==> src/pkg/timing_io_pkg.sv <==
// Constants for the counter, trigger-gate and trigger-crossbar block.
// Assumes an 8-bit/16-bit host register port synchronous to the board clock.
package timing_io_pkg;
  // Host register offsets
  localparam logic [4:0] OFS_START = 5'h0A;
  localparam logic [4:0] OFS_CLEAR = 5'h0C;
  localparam logic [4:0] OFS_UPDATE = 5'h0E;
  localparam logic [4:0] OFS_DATA = 5'h18;
  localparam logic [4:0] OFS_CMD = 5'h1A;
  localparam logic [4:0] OFS_STATUS = 5'h1A;
  localparam logic [4:0] OFS_SHIFT = 5'h1E;
  localparam logic [4:0] OFS_LOAD = 5'h1F;
  // Counter mode word fields
  localparam int MODE_SRC_LSB = 0;
  localparam int MODE_EDGE_BIT = 4;
  localparam int MODE_GATE_LSB = 5;
  localparam int MODE_RELOAD_BIT = 8;
  localparam int MODE_DOWN_BIT = 9;
  localparam int MODE_TOGGLE_BIT = 10;
  localparam int MODE_INVERT_BIT = 11;
  localparam int MODE_OUT_LSB = 12;
  localparam logic [15:0] MODE_RESET = 16'h0000;
  localparam logic [15:0] LOAD_RESET = 16'h0000;
  typedef enum logic [2:0] {
    GATE_NONE = 3'h0, GATE_HIGH = 3'h1, GATE_LOW = 3'h2, GATE_RISE = 3'h3,
    GATE_FALL = 3'h4, GATE_NEXT = 3'h5, GATE_PREV = 3'h6
  } gate_mode_t;
  typedef enum logic [1:0] {OUT_NORMAL = 2'h0, OUT_HIZ = 2'h1, OUT_LOW = 2'h2} out_ctl_t;
  // Command word: operation in the top bits
  localparam int CMD_OP_LSB = 13;
  typedef enum logic [2:0] {
    CMD_POINT = 3'h0, CMD_ARM = 3'h1, CMD_DISARM = 3'h2, CMD_LOAD = 3'h3, CMD_FREQ = 3'h4
  } cmd_op_t;
  localparam int CMD_DSEL_LSB = 3;
  localparam int CMD_FSRC_LSB = 4;
  localparam int CMD_FDIV_LSB = 8;
  localparam logic [1:0] DSEL_MODE = 2'h0;
  localparam logic [1:0] DSEL_LOAD = 2'h1;
  localparam logic [1:0] DSEL_COUNT = 2'h2;
  localparam logic [3:0] FREQ_DIV_RESET = 4'h0;
  // Clock rates
  localparam int BOARD_CLK_HZ = 10_000_000;
  localparam int COUNTER_CLK_HZ = 1_000_000;
  localparam int PRESCALE_CYCLES = BOARD_CLK_HZ / COUNTER_CLK_HZ;
  localparam int DECADE_RATIO = 10;
  // Crossbar layout
  localparam int XBAR_LINES = 7;
  localparam int XBAR_FIELD = 4;
  localparam int XBAR_PIN_BASE = XBAR_LINES * XBAR_FIELD;
  localparam int XBAR_CFG_BITS = 2 * XBAR_PIN_BASE;
  localparam int PIN_SRC5 = 3;
  localparam int PIN_UPDATE = 6;
endpackage

==> src/logic/timing_io.sv <==
// Counter/timer block with acquisition trigger gate and trigger-bus crossbar.
// Assumes host strobes are one-cycle pulses on ref_clk; pins arrive asynchronously.
//
// Overview of operation
// Counter input from timebase, pin, previous output
// Count on rising or falling edge
// Five gate modes start and stop counting
// Level gating by neighbour counter gates
// Output may be high-impedance or low
// Rollover gives terminal count, optional reload
// Pulse mode: one-cycle pulse at TC
// Toggle mode: output flips at TC
// Output polarity true or inverted
// Trigger fall or start write sets gate
// Sample end, errors, clear write clear gate
// Counters 3 and 4 serve acquisition timing
// Host tri-states shared convert line properly
// Counter 5 cascades with 4 for 32 bits
// Counter 1 divides scan clock for list
// Counter 2 marks the scan interval
// Frequency output divides source by 4-bit value
// Update pulse refreshes analog outputs when enabled
// Falling update edge raises request when selected
// 7x7 crossbar between board and bus lines
// Crossbar loaded via shift and strobe bytes
// Counter 5 source taken from crossbar
// Five 16-bit counters, divider, timebases
// Counter clock is board clock over ten
// Strobe moves shifted pattern active at once
// Trigger synchronised; clear beats set
`timescale 1ns/10ps
module timing_io
  import timing_io_pkg::*;
#(
  parameter int WIDTH = 16,
  parameter int COUNTERS = 5
) (
  // Clock and reset
  input wire logic ref_clk,
  input wire logic rst_b,
  // Host register port
  input wire logic [4:0] io_addr,
  input wire logic [15:0] io_wdata,
  input wire logic io_write,
  input wire logic io_read,
  output logic [15:0] io_rdata,
  // Acquisition control levels and events
  input wire logic acq_enable,
  input wire logic sample_count_32,
  input wire logic scan_divide,
  input wire logic waveform_gen_enable,
  input wire logic update_request_mode,
  input wire logic overflow_err,
  input wire logic overrun_err,
  input wire logic scan_pacing_clock,
  input wire logic acq_gate3,
  // Connector pins
  input wire logic ext_trigger_n,
  input wire logic [1:0] source_pin,
  input wire logic [2:0] gate_pin,
  output logic [COUNTERS-1:0] counter_out,
  output logic [COUNTERS-1:0] counter_out_oe,
  output logic divided_frequency_out,
  // Acquisition timing outputs
  output logic counter4_gate,
  output logic channel_list_clock,
  output logic analog_update,
  output logic update_request,
  // Trigger bus lines
  input wire logic [XBAR_LINES-1:0] trig_bus_in,
  output logic [XBAR_LINES-1:0] trig_bus_out,
  output logic [XBAR_LINES-1:0] trig_bus_oe
);
  localparam int SYNC_W = 13;
  localparam logic [3:0] PRESCALE_LAST = 4'(PRESCALE_CYCLES - 1);
  localparam logic [3:0] PRESCALE_HALF = 4'(PRESCALE_CYCLES / 2);
  localparam logic [3:0] DECADE_LAST = 4'(DECADE_RATIO - 1);
  localparam logic [3:0] DECADE_HALF = 4'(DECADE_RATIO / 2);
  localparam logic [WIDTH-1:0] ALL_ONES = {WIDTH{1'b1}};

  typedef struct packed {
    logic [SYNC_W-1:0] sync1;
    logic [SYNC_W-1:0] sync2;
    logic trig_prev;
    logic [3:0] prescale;
    logic [3:0][3:0] decade;
    logic div2;
    logic [COUNTERS-1:0][WIDTH-1:0] count;
    logic [COUNTERS-1:0][WIDTH-1:0] load;
    logic [COUNTERS-1:0][15:0] mode;
    logic [COUNTERS-1:0] armed;
    logic [COUNTERS-1:0] run_edge;
    logic [COUNTERS-1:0] tgl;
    logic [COUNTERS-1:0] in_prev;
    logic [COUNTERS-1:0] gate_prev;
    logic [COUNTERS-1:0] out;
    logic [COUNTERS-1:0] oe;
    logic [2:0] ptr;
    logic [1:0] dsel;
    logic [3:0] freq_src;
    logic [3:0] freq_div;
    logic [3:0] freq_cnt;
    logic freq_prev;
    logic freq_out;
    logic gate_ff;
    logic [XBAR_CFG_BITS-1:0] xshift;
    logic [XBAR_CFG_BITS-1:0] xcfg;
    logic [XBAR_LINES-1:0] bus_out;
    logic [XBAR_LINES-1:0] bus_oe;
    logic upd_prev;
    logic analog_update;
    logic update_request;
    logic list_clk;
    logic [15:0] rdata;
  } state_t;

  state_t s, next_s;
  logic [COUNTERS-1:0] tc;
  logic gate_set, gate_clr, trig_fall;

  always_comb begin
    logic [4:0] tb;
    logic [4:0] srcs, gates;
    logic [15:0] invec;
    logic [14:0] fvec;
    logic carry, cur, edge_hit, g, run, raw, lvl, wr, fcur;
    logic [4:0] fdiv;
    logic [6:0] a_sig, a_in;
    logic [2:0] sel;
    logic [XBAR_LINES-1:0] bus_s;
    logic upd_n, upd_fall;
    logic [15:0] rd;
    gate_mode_t gm;
    out_ctl_t oc;
    int nx, pv;
    tb = '0;
    srcs = '0;
    gates = '0;
    invec = '0;
    fvec = '0;
    {carry, cur, edge_hit, g, run, raw, lvl, wr, fcur} = '0;
    fdiv = '0;
    a_sig = '0;
    a_in = '0;
    sel = '0;
    bus_s = '0;
    upd_n = 1'b1;
    upd_fall = 1'b0;
    rd = '0;
    gm = GATE_NONE;
    oc = OUT_NORMAL;
    nx = 0;
    pv = 0;
    next_s = s;
    tc = '0;
    wr = io_write;
    // Pin synchronisers
    next_s.sync1 = {trig_bus_in, gate_pin, source_pin, ext_trigger_n};
    next_s.sync2 = s.sync1;
    bus_s = s.sync2[12:6];
    // Timebases: counter clock at one tenth of board clock, then decades
    next_s.div2 = ~s.div2;
    carry = (s.prescale == PRESCALE_LAST);
    next_s.prescale = carry ? 4'h0 : s.prescale + 4'h1;
    tb[0] = (s.prescale < PRESCALE_HALF);
    for (int k = 0; k < 4; k++) begin
      if (carry) begin
        next_s.decade[k] = (s.decade[k] == DECADE_LAST) ? 4'h0 : s.decade[k] + 4'h1;
      end
      tb[k+1] = (s.decade[k] < DECADE_HALF);
      carry = carry & (s.decade[k] == DECADE_LAST);
    end
    // Crossbar board side: A3 feeds counter 5 source, A6 the update trigger
    for (int k = 0; k < XBAR_LINES; k++) begin
      sel = s.xcfg[XBAR_PIN_BASE + k*XBAR_FIELD +: 3];
      a_in[k] = bus_s[sel > 3'h6 ? 3'h0 : sel];
    end
    srcs[0] = s.sync2[1];
    srcs[1] = s.div2;
    srcs[2] = scan_pacing_clock;
    srcs[3] = 1'b0;
    srcs[4] = s.xcfg[XBAR_PIN_BASE + PIN_SRC5*XBAR_FIELD + 3] ? a_in[PIN_SRC5] : s.sync2[2];
    gates[0] = s.sync2[3];
    gates[1] = s.sync2[4];
    gates[2] = acq_gate3;
    gates[3] = s.gate_ff;
    gates[4] = s.sync2[5];
    // Counters
    for (int i = 0; i < COUNTERS; i++) begin
      nx = (i + 1) % COUNTERS;
      pv = (i + COUNTERS - 1) % COUNTERS;
      invec = {s.out[pv], gates, srcs, tb};
      cur = invec[s.mode[i][MODE_SRC_LSB +: 4]];
      edge_hit = s.mode[i][MODE_EDGE_BIT] ? (s.in_prev[i] & ~cur) : (~s.in_prev[i] & cur);
      if (i == 4 && sample_count_32) begin
        edge_hit = tc[3];
      end
      next_s.in_prev[i] = cur;
      g = gates[i];
      next_s.gate_prev[i] = g;
      gm = gate_mode_t'(s.mode[i][MODE_GATE_LSB +: 3]);
      unique case (gm)
        GATE_NONE: run = 1'b1;
        GATE_HIGH: run = g;
        GATE_LOW: run = ~g;
        GATE_RISE: run = s.run_edge[i] | (g & ~s.gate_prev[i]);
        GATE_FALL: run = s.run_edge[i] | (~g & s.gate_prev[i]);
        GATE_NEXT: run = gates[nx];
        GATE_PREV: run = gates[pv];
        default: run = 1'b0;
      endcase
      if (s.armed[i] && run && edge_hit) begin
        if (s.mode[i][MODE_DOWN_BIT]) begin
          tc[i] = (s.count[i] == '0);
          next_s.count[i] = tc[i] ? (s.mode[i][MODE_RELOAD_BIT] ? s.load[i] : ALL_ONES)
                                  : s.count[i] - 1'b1;
        end else begin
          tc[i] = (s.count[i] == ALL_ONES);
          next_s.count[i] = tc[i] ? (s.mode[i][MODE_RELOAD_BIT] ? s.load[i] : '0)
                                  : s.count[i] + 1'b1;
        end
      end
      next_s.run_edge[i] = (gm == GATE_RISE || gm == GATE_FALL) && run && !tc[i];
      next_s.tgl[i] = s.tgl[i] ^ tc[i];
      raw = s.mode[i][MODE_TOGGLE_BIT] ? next_s.tgl[i] : tc[i];
      lvl = raw ^ s.mode[i][MODE_INVERT_BIT];
      oc = out_ctl_t'(s.mode[i][MODE_OUT_LSB +: 2]);
      unique case (oc)
        OUT_HIZ: begin
          next_s.out[i] = 1'b0;
          next_s.oe[i] = 1'b0;
        end
        OUT_LOW: begin
          next_s.out[i] = 1'b0;
          next_s.oe[i] = 1'b1;
        end
        default: begin
          next_s.out[i] = lvl;
          next_s.oe[i] = 1'b1;
        end
      endcase
    end
    // Channel list clock from counter 1 or straight from scan clock
    next_s.list_clk = scan_divide ? s.out[0] : scan_pacing_clock;
    // Frequency output
    fvec = {gates, srcs, tb};
    fcur = (s.freq_src < 4'hF) ? fvec[s.freq_src] : 1'b0;
    fdiv = (s.freq_div == 4'h0) ? 5'h10 : {1'b0, s.freq_div};
    next_s.freq_prev = fcur;
    if (fcur && !s.freq_prev) begin
      next_s.freq_cnt = ({1'b0, s.freq_cnt} >= fdiv - 5'h1) ? 4'h0 : s.freq_cnt + 4'h1;
    end
    next_s.freq_out = (fdiv == 5'h1) ? fcur : ({1'b0, s.freq_cnt} < ((fdiv + 5'h1) >> 1));
    // Acquisition gate flip-flop
    trig_fall = s.trig_prev & ~s.sync2[0];
    next_s.trig_prev = s.sync2[0];
    gate_set = acq_enable & (trig_fall | (wr && io_addr == OFS_START));
    gate_clr = (sample_count_32 ? tc[4] : tc[3]) | overflow_err | overrun_err
             | (wr && io_addr == OFS_CLEAR);
    if (gate_clr) begin
      next_s.gate_ff = 1'b0;
    end else if (gate_set) begin
      next_s.gate_ff = 1'b1;
    end
    // Crossbar bus side
    a_sig = {1'b1, s.freq_out, s.out[4], s.sync2[2], s.out[1], s.out[0], s.sync2[3]};
    for (int j = 0; j < XBAR_LINES; j++) begin
      sel = s.xcfg[j*XBAR_FIELD +: 3];
      next_s.bus_out[j] = a_sig[sel > 3'h6 ? 3'h0 : sel];
      next_s.bus_oe[j] = s.xcfg[j*XBAR_FIELD + 3];
    end
    // Analog update and request
    upd_n = s.xcfg[XBAR_PIN_BASE + PIN_UPDATE*XBAR_FIELD + 3] ? a_in[PIN_UPDATE] : 1'b1;
    next_s.upd_prev = upd_n;
    upd_fall = s.upd_prev & ~upd_n;
    next_s.analog_update = waveform_gen_enable
                         & (upd_fall | (io_read && io_addr == OFS_UPDATE));
    next_s.update_request = update_request_mode & upd_fall;
    // Host writes
    if (wr) begin
      unique case (io_addr)
        OFS_SHIFT: next_s.xshift = {io_wdata[0], s.xshift[XBAR_CFG_BITS-1:1]};
        OFS_LOAD: next_s.xcfg = s.xshift;
        OFS_DATA: begin
          if (s.ptr < 3'(COUNTERS)) begin
            if (s.dsel == DSEL_MODE) next_s.mode[s.ptr] = io_wdata;
            else if (s.dsel == DSEL_LOAD) next_s.load[s.ptr] = io_wdata;
            else next_s.count[s.ptr] = io_wdata;
          end
        end
        OFS_CMD: begin
          unique case (cmd_op_t'(io_wdata[CMD_OP_LSB +: 3]))
            CMD_POINT: begin
              next_s.ptr = io_wdata[2:0];
              next_s.dsel = io_wdata[CMD_DSEL_LSB +: 2];
            end
            CMD_ARM: next_s.armed = s.armed | COUNTERS'(io_wdata[4:0]);
            CMD_DISARM: next_s.armed = s.armed & ~COUNTERS'(io_wdata[4:0]);
            CMD_LOAD: begin
              for (int i = 0; i < COUNTERS; i++) begin
                if (io_wdata[i]) next_s.count[i] = s.load[i];
              end
            end
            CMD_FREQ: begin
              next_s.freq_src = io_wdata[CMD_FSRC_LSB +: 4];
              next_s.freq_div = io_wdata[CMD_FDIV_LSB +: 4];
            end
            default: ;
          endcase
        end
        default: ;
      endcase
    end
    // Host reads
    if (io_read) begin
      rd = 16'h0000;
      if (io_addr == OFS_STATUS) begin
        rd = {5'h00, s.gate_ff, s.dsel, s.ptr, s.out};
      end else if (io_addr == OFS_DATA && s.ptr < 3'(COUNTERS)) begin
        rd = (s.dsel == DSEL_MODE) ? s.mode[s.ptr]
           : (s.dsel == DSEL_LOAD) ? s.load[s.ptr] : s.count[s.ptr];
      end
      next_s.rdata = rd;
    end
  end

  always_ff @(posedge ref_clk or negedge rst_b) begin
    if (!rst_b) begin
      s <= '0;
      s.mode <= {COUNTERS{MODE_RESET}};
      s.load <= {COUNTERS{LOAD_RESET}};
      s.freq_div <= FREQ_DIV_RESET;
      s.sync1 <= '1;
      s.sync2 <= '1;
      s.trig_prev <= 1'b1;
      s.upd_prev <= 1'b1;
    end else begin
      s <= next_s;
    end
  end

  assign io_rdata = s.rdata;
  assign counter_out = s.out;
  assign counter_out_oe = s.oe;
  assign divided_frequency_out = s.freq_out;
  assign counter4_gate = s.gate_ff;
  assign channel_list_clock = s.list_clk;
  assign analog_update = s.analog_update;
  assign update_request = s.update_request;
  assign trig_bus_out = s.bus_out;
  assign trig_bus_oe = s.bus_oe;
endmodule

==> config.mk <==
export PLATFORM = sky130hd
export DESIGN_NAME = timing_io
export DESIGN_NICKNAME = d
export VERILOG_FILES = /design/src/pkg/timing_io_pkg.sv /design/src/logic/timing_io.sv
export SDC_FILE = /design/constraint.sdc
export NUM_CORES = 1
export LEC_CHECK = 0
export BUFFER_PORTS_ARGS = -buffer_cell sky130_fd_sc_hd__buf_4
export CAP_MARGIN = 40
export CELL_PAD_IN_SITES_DETAIL_PLACEMENT = 1
export CELL_PAD_IN_SITES_GLOBAL_PLACEMENT = 1
export CORE_ASPECT_RATIO = 0.5
export CORE_MARGIN = 1.5
export CORE_UTILIZATION = 50
export CTS_CLUSTER_SIZE = 24
export DETAILED_ROUTE_END_ITERATION = 8
export HOLD_SLACK_MARGIN = 0.03
export PLACE_DENSITY_LB_ADDON = 0.1
export SLEW_MARGIN = 15
export SYNTH_ARGS = -nofsm -noshare
export SYNTH_HDL_FRONTEND = slang
export SYNTH_SLANG_ARGS = --single-unit
==> constraint.sdc <==
create_clock -name ref_clk -period 4.9 [get_ports ref_clk]
set_input_delay 0.49 -clock ref_clk [delete_from_list [all_inputs] [get_ports ref_clk]]
set_output_delay 0.49 -clock ref_clk [all_outputs]
set_load 0.03 [all_outputs]
==> run summary <==
For the half-perimeter wire length after detailed placement, the log shows 86300 um. The logs give 0.000329 V for the peak supply drop and 0.0263 ns for the setup skew after layout. Cell area after synthesis: 31000 sq um.

The run finished with clean final reports. For this configuration, the core starts out at a cell density of 50.6%. For the overall power consumption, the log shows 9.67 mW. On the worst path, the slowest cell contributes a delay of 0.82 ns. The number of synthesized register bits is 469, and the CTS clock-pin slew for the worst setup and hold paths is 0.07 ns.

The share of cells above drive strength 1 is 18.6%, and the required time at the endpoint of the critical path is 5.39 ns. The number of clock buffers inserted by TritonCTS is 45. After synthesis, the share of flip-flops with an asynchronous set or reset is 100%. Compared with the post-synthesis result, the final layout area differs by 8.66%. For this run, the leading register cell type out of synthesis is dfrtp_1. For the sequential element share of the synthesized area, the log shows 38.0%. Count of buffers inserted at the top-level ports: 91.

The remaining max-slew budget at the tightest pin was 32.3%. The buffer and inverter count on the worst path works out to 0. The highest net fanout along the worst path is 11, and the maximum clock frequency is 238 MHz.

The critical path goes through ha_1, nand4_1, nor2_1, nand2_1, o21ai_0, nand4b_1, nand3_1, mux2i_1, o21ai_0, a211o_1. After the last flow step, the layout net total stands at 3383. The number of top-level pins was 92; the wire length of the first global-routing pass was 184000 um. The unique cell type count in the Yosys netlist is 100, and the power per unit of standard cell area is 287 nW/um^2. The detailed router placed 28600 vias in this run.

TritonCTS built the clock tree. The biggest area consumer among synthesized cells is dfrtp_1. The routability congestion estimate was 1.00; the setup violation total in the final timing report was 0. The global route total overflow is 0. For the pin with the worst max-slew slack, the measured transition is 1.01 ns.

The number of antenna violations at the first check in global routing is 6, and the worst path arrival time is 4.69 ns. In this run, post-CTS repair resized a total of 0 instances. In this run the worst hold path is classified as input pin to flip-flop.

The run gives 63500 sq um as the area of the die. Setup repair after global routing left no endpoint under its margin. Global routing used 38.5% of the available tracks. The static leakage was 14.2 nW; the clock latency reported for the late side of the worst-skew pair was 0.62 ns. The post-route non-filler standard cell count was 4170.

The floorplan step set the die height to 179 um. The maximum number of pins on one net before global-route repair is 101. The logs give 55.0% for the final core area utilization and 6 for the number of search-and-repair iterations in the first detailed-routing pass. For the number of buffers on the longest clock path, the log shows 3.

The initialized floorplan defines 64 standard-cell rows. Iteration-0 DRC count of the detailed router: 3299. The Yosys step of the flow raised 0 warnings. Counting stages on the worst path, the most repeated cell is o21ai_0.

Cell type of the slowest stage on the worst timing path: o21ai_0. The filler cells instantiated in the layout total 6932. In this run the mean area of a mapped cell was 9.09 sq um. The H-tree generated during clock tree synthesis spans 2 levels. Placed cell count: 4068. In this run, post-CTS hold repair placed 14 buffers. Category of the critical setup timing path: flip-flop to flip-flop. In this run the post-CTS setup repair buffer count came out at 0. The tools report the post-detailed-routing wire length as 124000 um. In this run the horizontal extent of the chip is 355 um. The synthesized design contains 0 enable-type register cells. The clock drives 469 sinks. The smallest clock period supported by the final layout is computed as 4.20 ns. The run gives 0 as the hold violation count in the final report. The floorplan step defined a core boundary enclosing 61200 sq um.

Net count after synthesis: 3483. By area the synthesized netlist is led by dfrtp_1, mux2_2, o21ai_0, nand2_1, mux2i_1. Dividing the detail-routed wire length by the instance count gives 29.7 um. Yosys instantiated no cell more often than dfrtp_1.

The total negative slack came out at 0 ns. The critical path capture point type was a flip-flop. Max-cap violations in this run came to 0. By count the netlist is led by dfrtp_1, mux2_2, nand2_1, clkbuf_1, o21ai_0. The via count of the first global-routing pass was 28400; the count of pins over their slew limit was 0.

The clock tree root buffer cell was clkbuf_16. The share of Yosys cell area claimed by the top area cell type came out at 35.6%. The count of nets left with antenna violations after detail routing is 0. After layout, the worst path uses 85.7% of the clock period. The via density per instance works out to 6.87.

Synthesis handed over a netlist of 3408 instances. In this design, the largest share of critical-path delay is due to simple AND/OR/NAND/NOR gates. Type of origin of the critical path: a flip-flop. In the routed design, unresolved DRC markers number 0.
==> cell families after synthesis <==
group / count (synthesis) / synth area share (%)
simple gates: 1027 / 16.5
compound gates: 934 / 20.0
flops: 469 / 38.0
buf+inv: 431 / 6.03
mux: 401 / 15.1
xor+xnor: 118 / 3.34
fa+ha+maj: 28 / 1.13
==> power breakdown <==
part | switching, mW | total, mW | internal (mW) | leakage (nW)
Sequential | 0.283 | 4.29 | 4.01 | 5.99
Combinational | 0.966 | 1.51 | 0.547 | 7.41
Clock | 1.68 | 3.87 | 2.19 | 0.769
==> layout make-up <==
type	count	area, sq um	share of cell area, %
Sequential cell	469	11800	35.0
Tap cell	825	1030	3.07
Multi-Input combinational cell	2508	17400	51.6
Clock inverter	13	253	0.751
Timing Repair Buffer	188	1530	4.55
Inverter	96	360	1.07
Clock buffer	70	1320	3.92
Antenna cell	1	2.50	0.00744
==> worst register-to-register path, delay by kind of cell, from the launching register on <==
family | cells | cell delay [ns]
and+or+nand+nor | 5 | 1.67
AOI/OAI and AO/OA | 3 | 1.24
DFF | 1 | 0.53
muxes | 1 | 0.34
adders and majority gates | 1 | 0.31
==> per-layer routing <==
layer | up-vias | wire [um] | GRT usage [%] | part of all wire, %
met5 | - | 26 | 0 | 0.021
met4 | 4 | 4850 | 14.2 | 3.9
met3 | 287 | 12200 | 9.79 | 9.9
met2 | 1356 | 54800 | 60.2 | 44
met1 | 14700 | 51800 | 51.7 | 42
li1 | 12300 | - | - | -
==> stage by stage <==
stage,hold WS (ns),setup slack (ns),area [sq um]
4_1_cts,0.0788,0.924,33600
5_1_grt,0.0832,0.477,33600
3_5_place_dp,0.347,0.914,31900
6_report,0.104,0.700,33600
2_1_floorplan,0.194,1.89,31000
3_3_place_gp,0.347,1.07,31800
==> layout by cell type, fill, tap and decap left out, drive strengths merged, types with 24 or more instances in the layout <==
cell type	instances
dfrtp	441
mux2	278
nand2	276
o21ai	249
nor2	236
a21oi	194
buf	172
nand3	143
mux2i	99
inv	97
a22oi	78
nor3	72
clkbuf	72
xnor2	63
xor2	55
and3	46
o211ai	42
o221ai	41
a31oi	40
a211oi	40
nand2b	39
o22ai	39
and2	34
o31ai	30
nand4	28
ha	28
dfstp	28
nor4	27
or3	26
mux4	24
a211o	24
==> path summary, 6_finish.rpt <==
path / start / endpoint / slack [ns] / cells after the start
worst min register to register: next_s[473]$_DFF_PN1_ / s[473]$_DFF_PN1_ / 0.36 / 0
max in group asynchronous: rst_b / s[399]$_DFF_PN0_ / 3.30 / 3
worst min-delay path: update_request_mode / update_request$_DFF_PN0_ / 0.10 / 3
worst max register to register: s[409]$_DFF_PN0_ / s[440]$_DFF_PN0_ / 0.70 / 10
worst max-delay path: s[409]$_DFF_PN0_ / s[440]$_DFF_PN0_ / 0.70 / 10
min in group asynchronous: rst_b / trig_bus_oe[4]$_DFF_PN0_ / 0.50 / 2
Note: power is estimated with default switching activity, not from simulation.
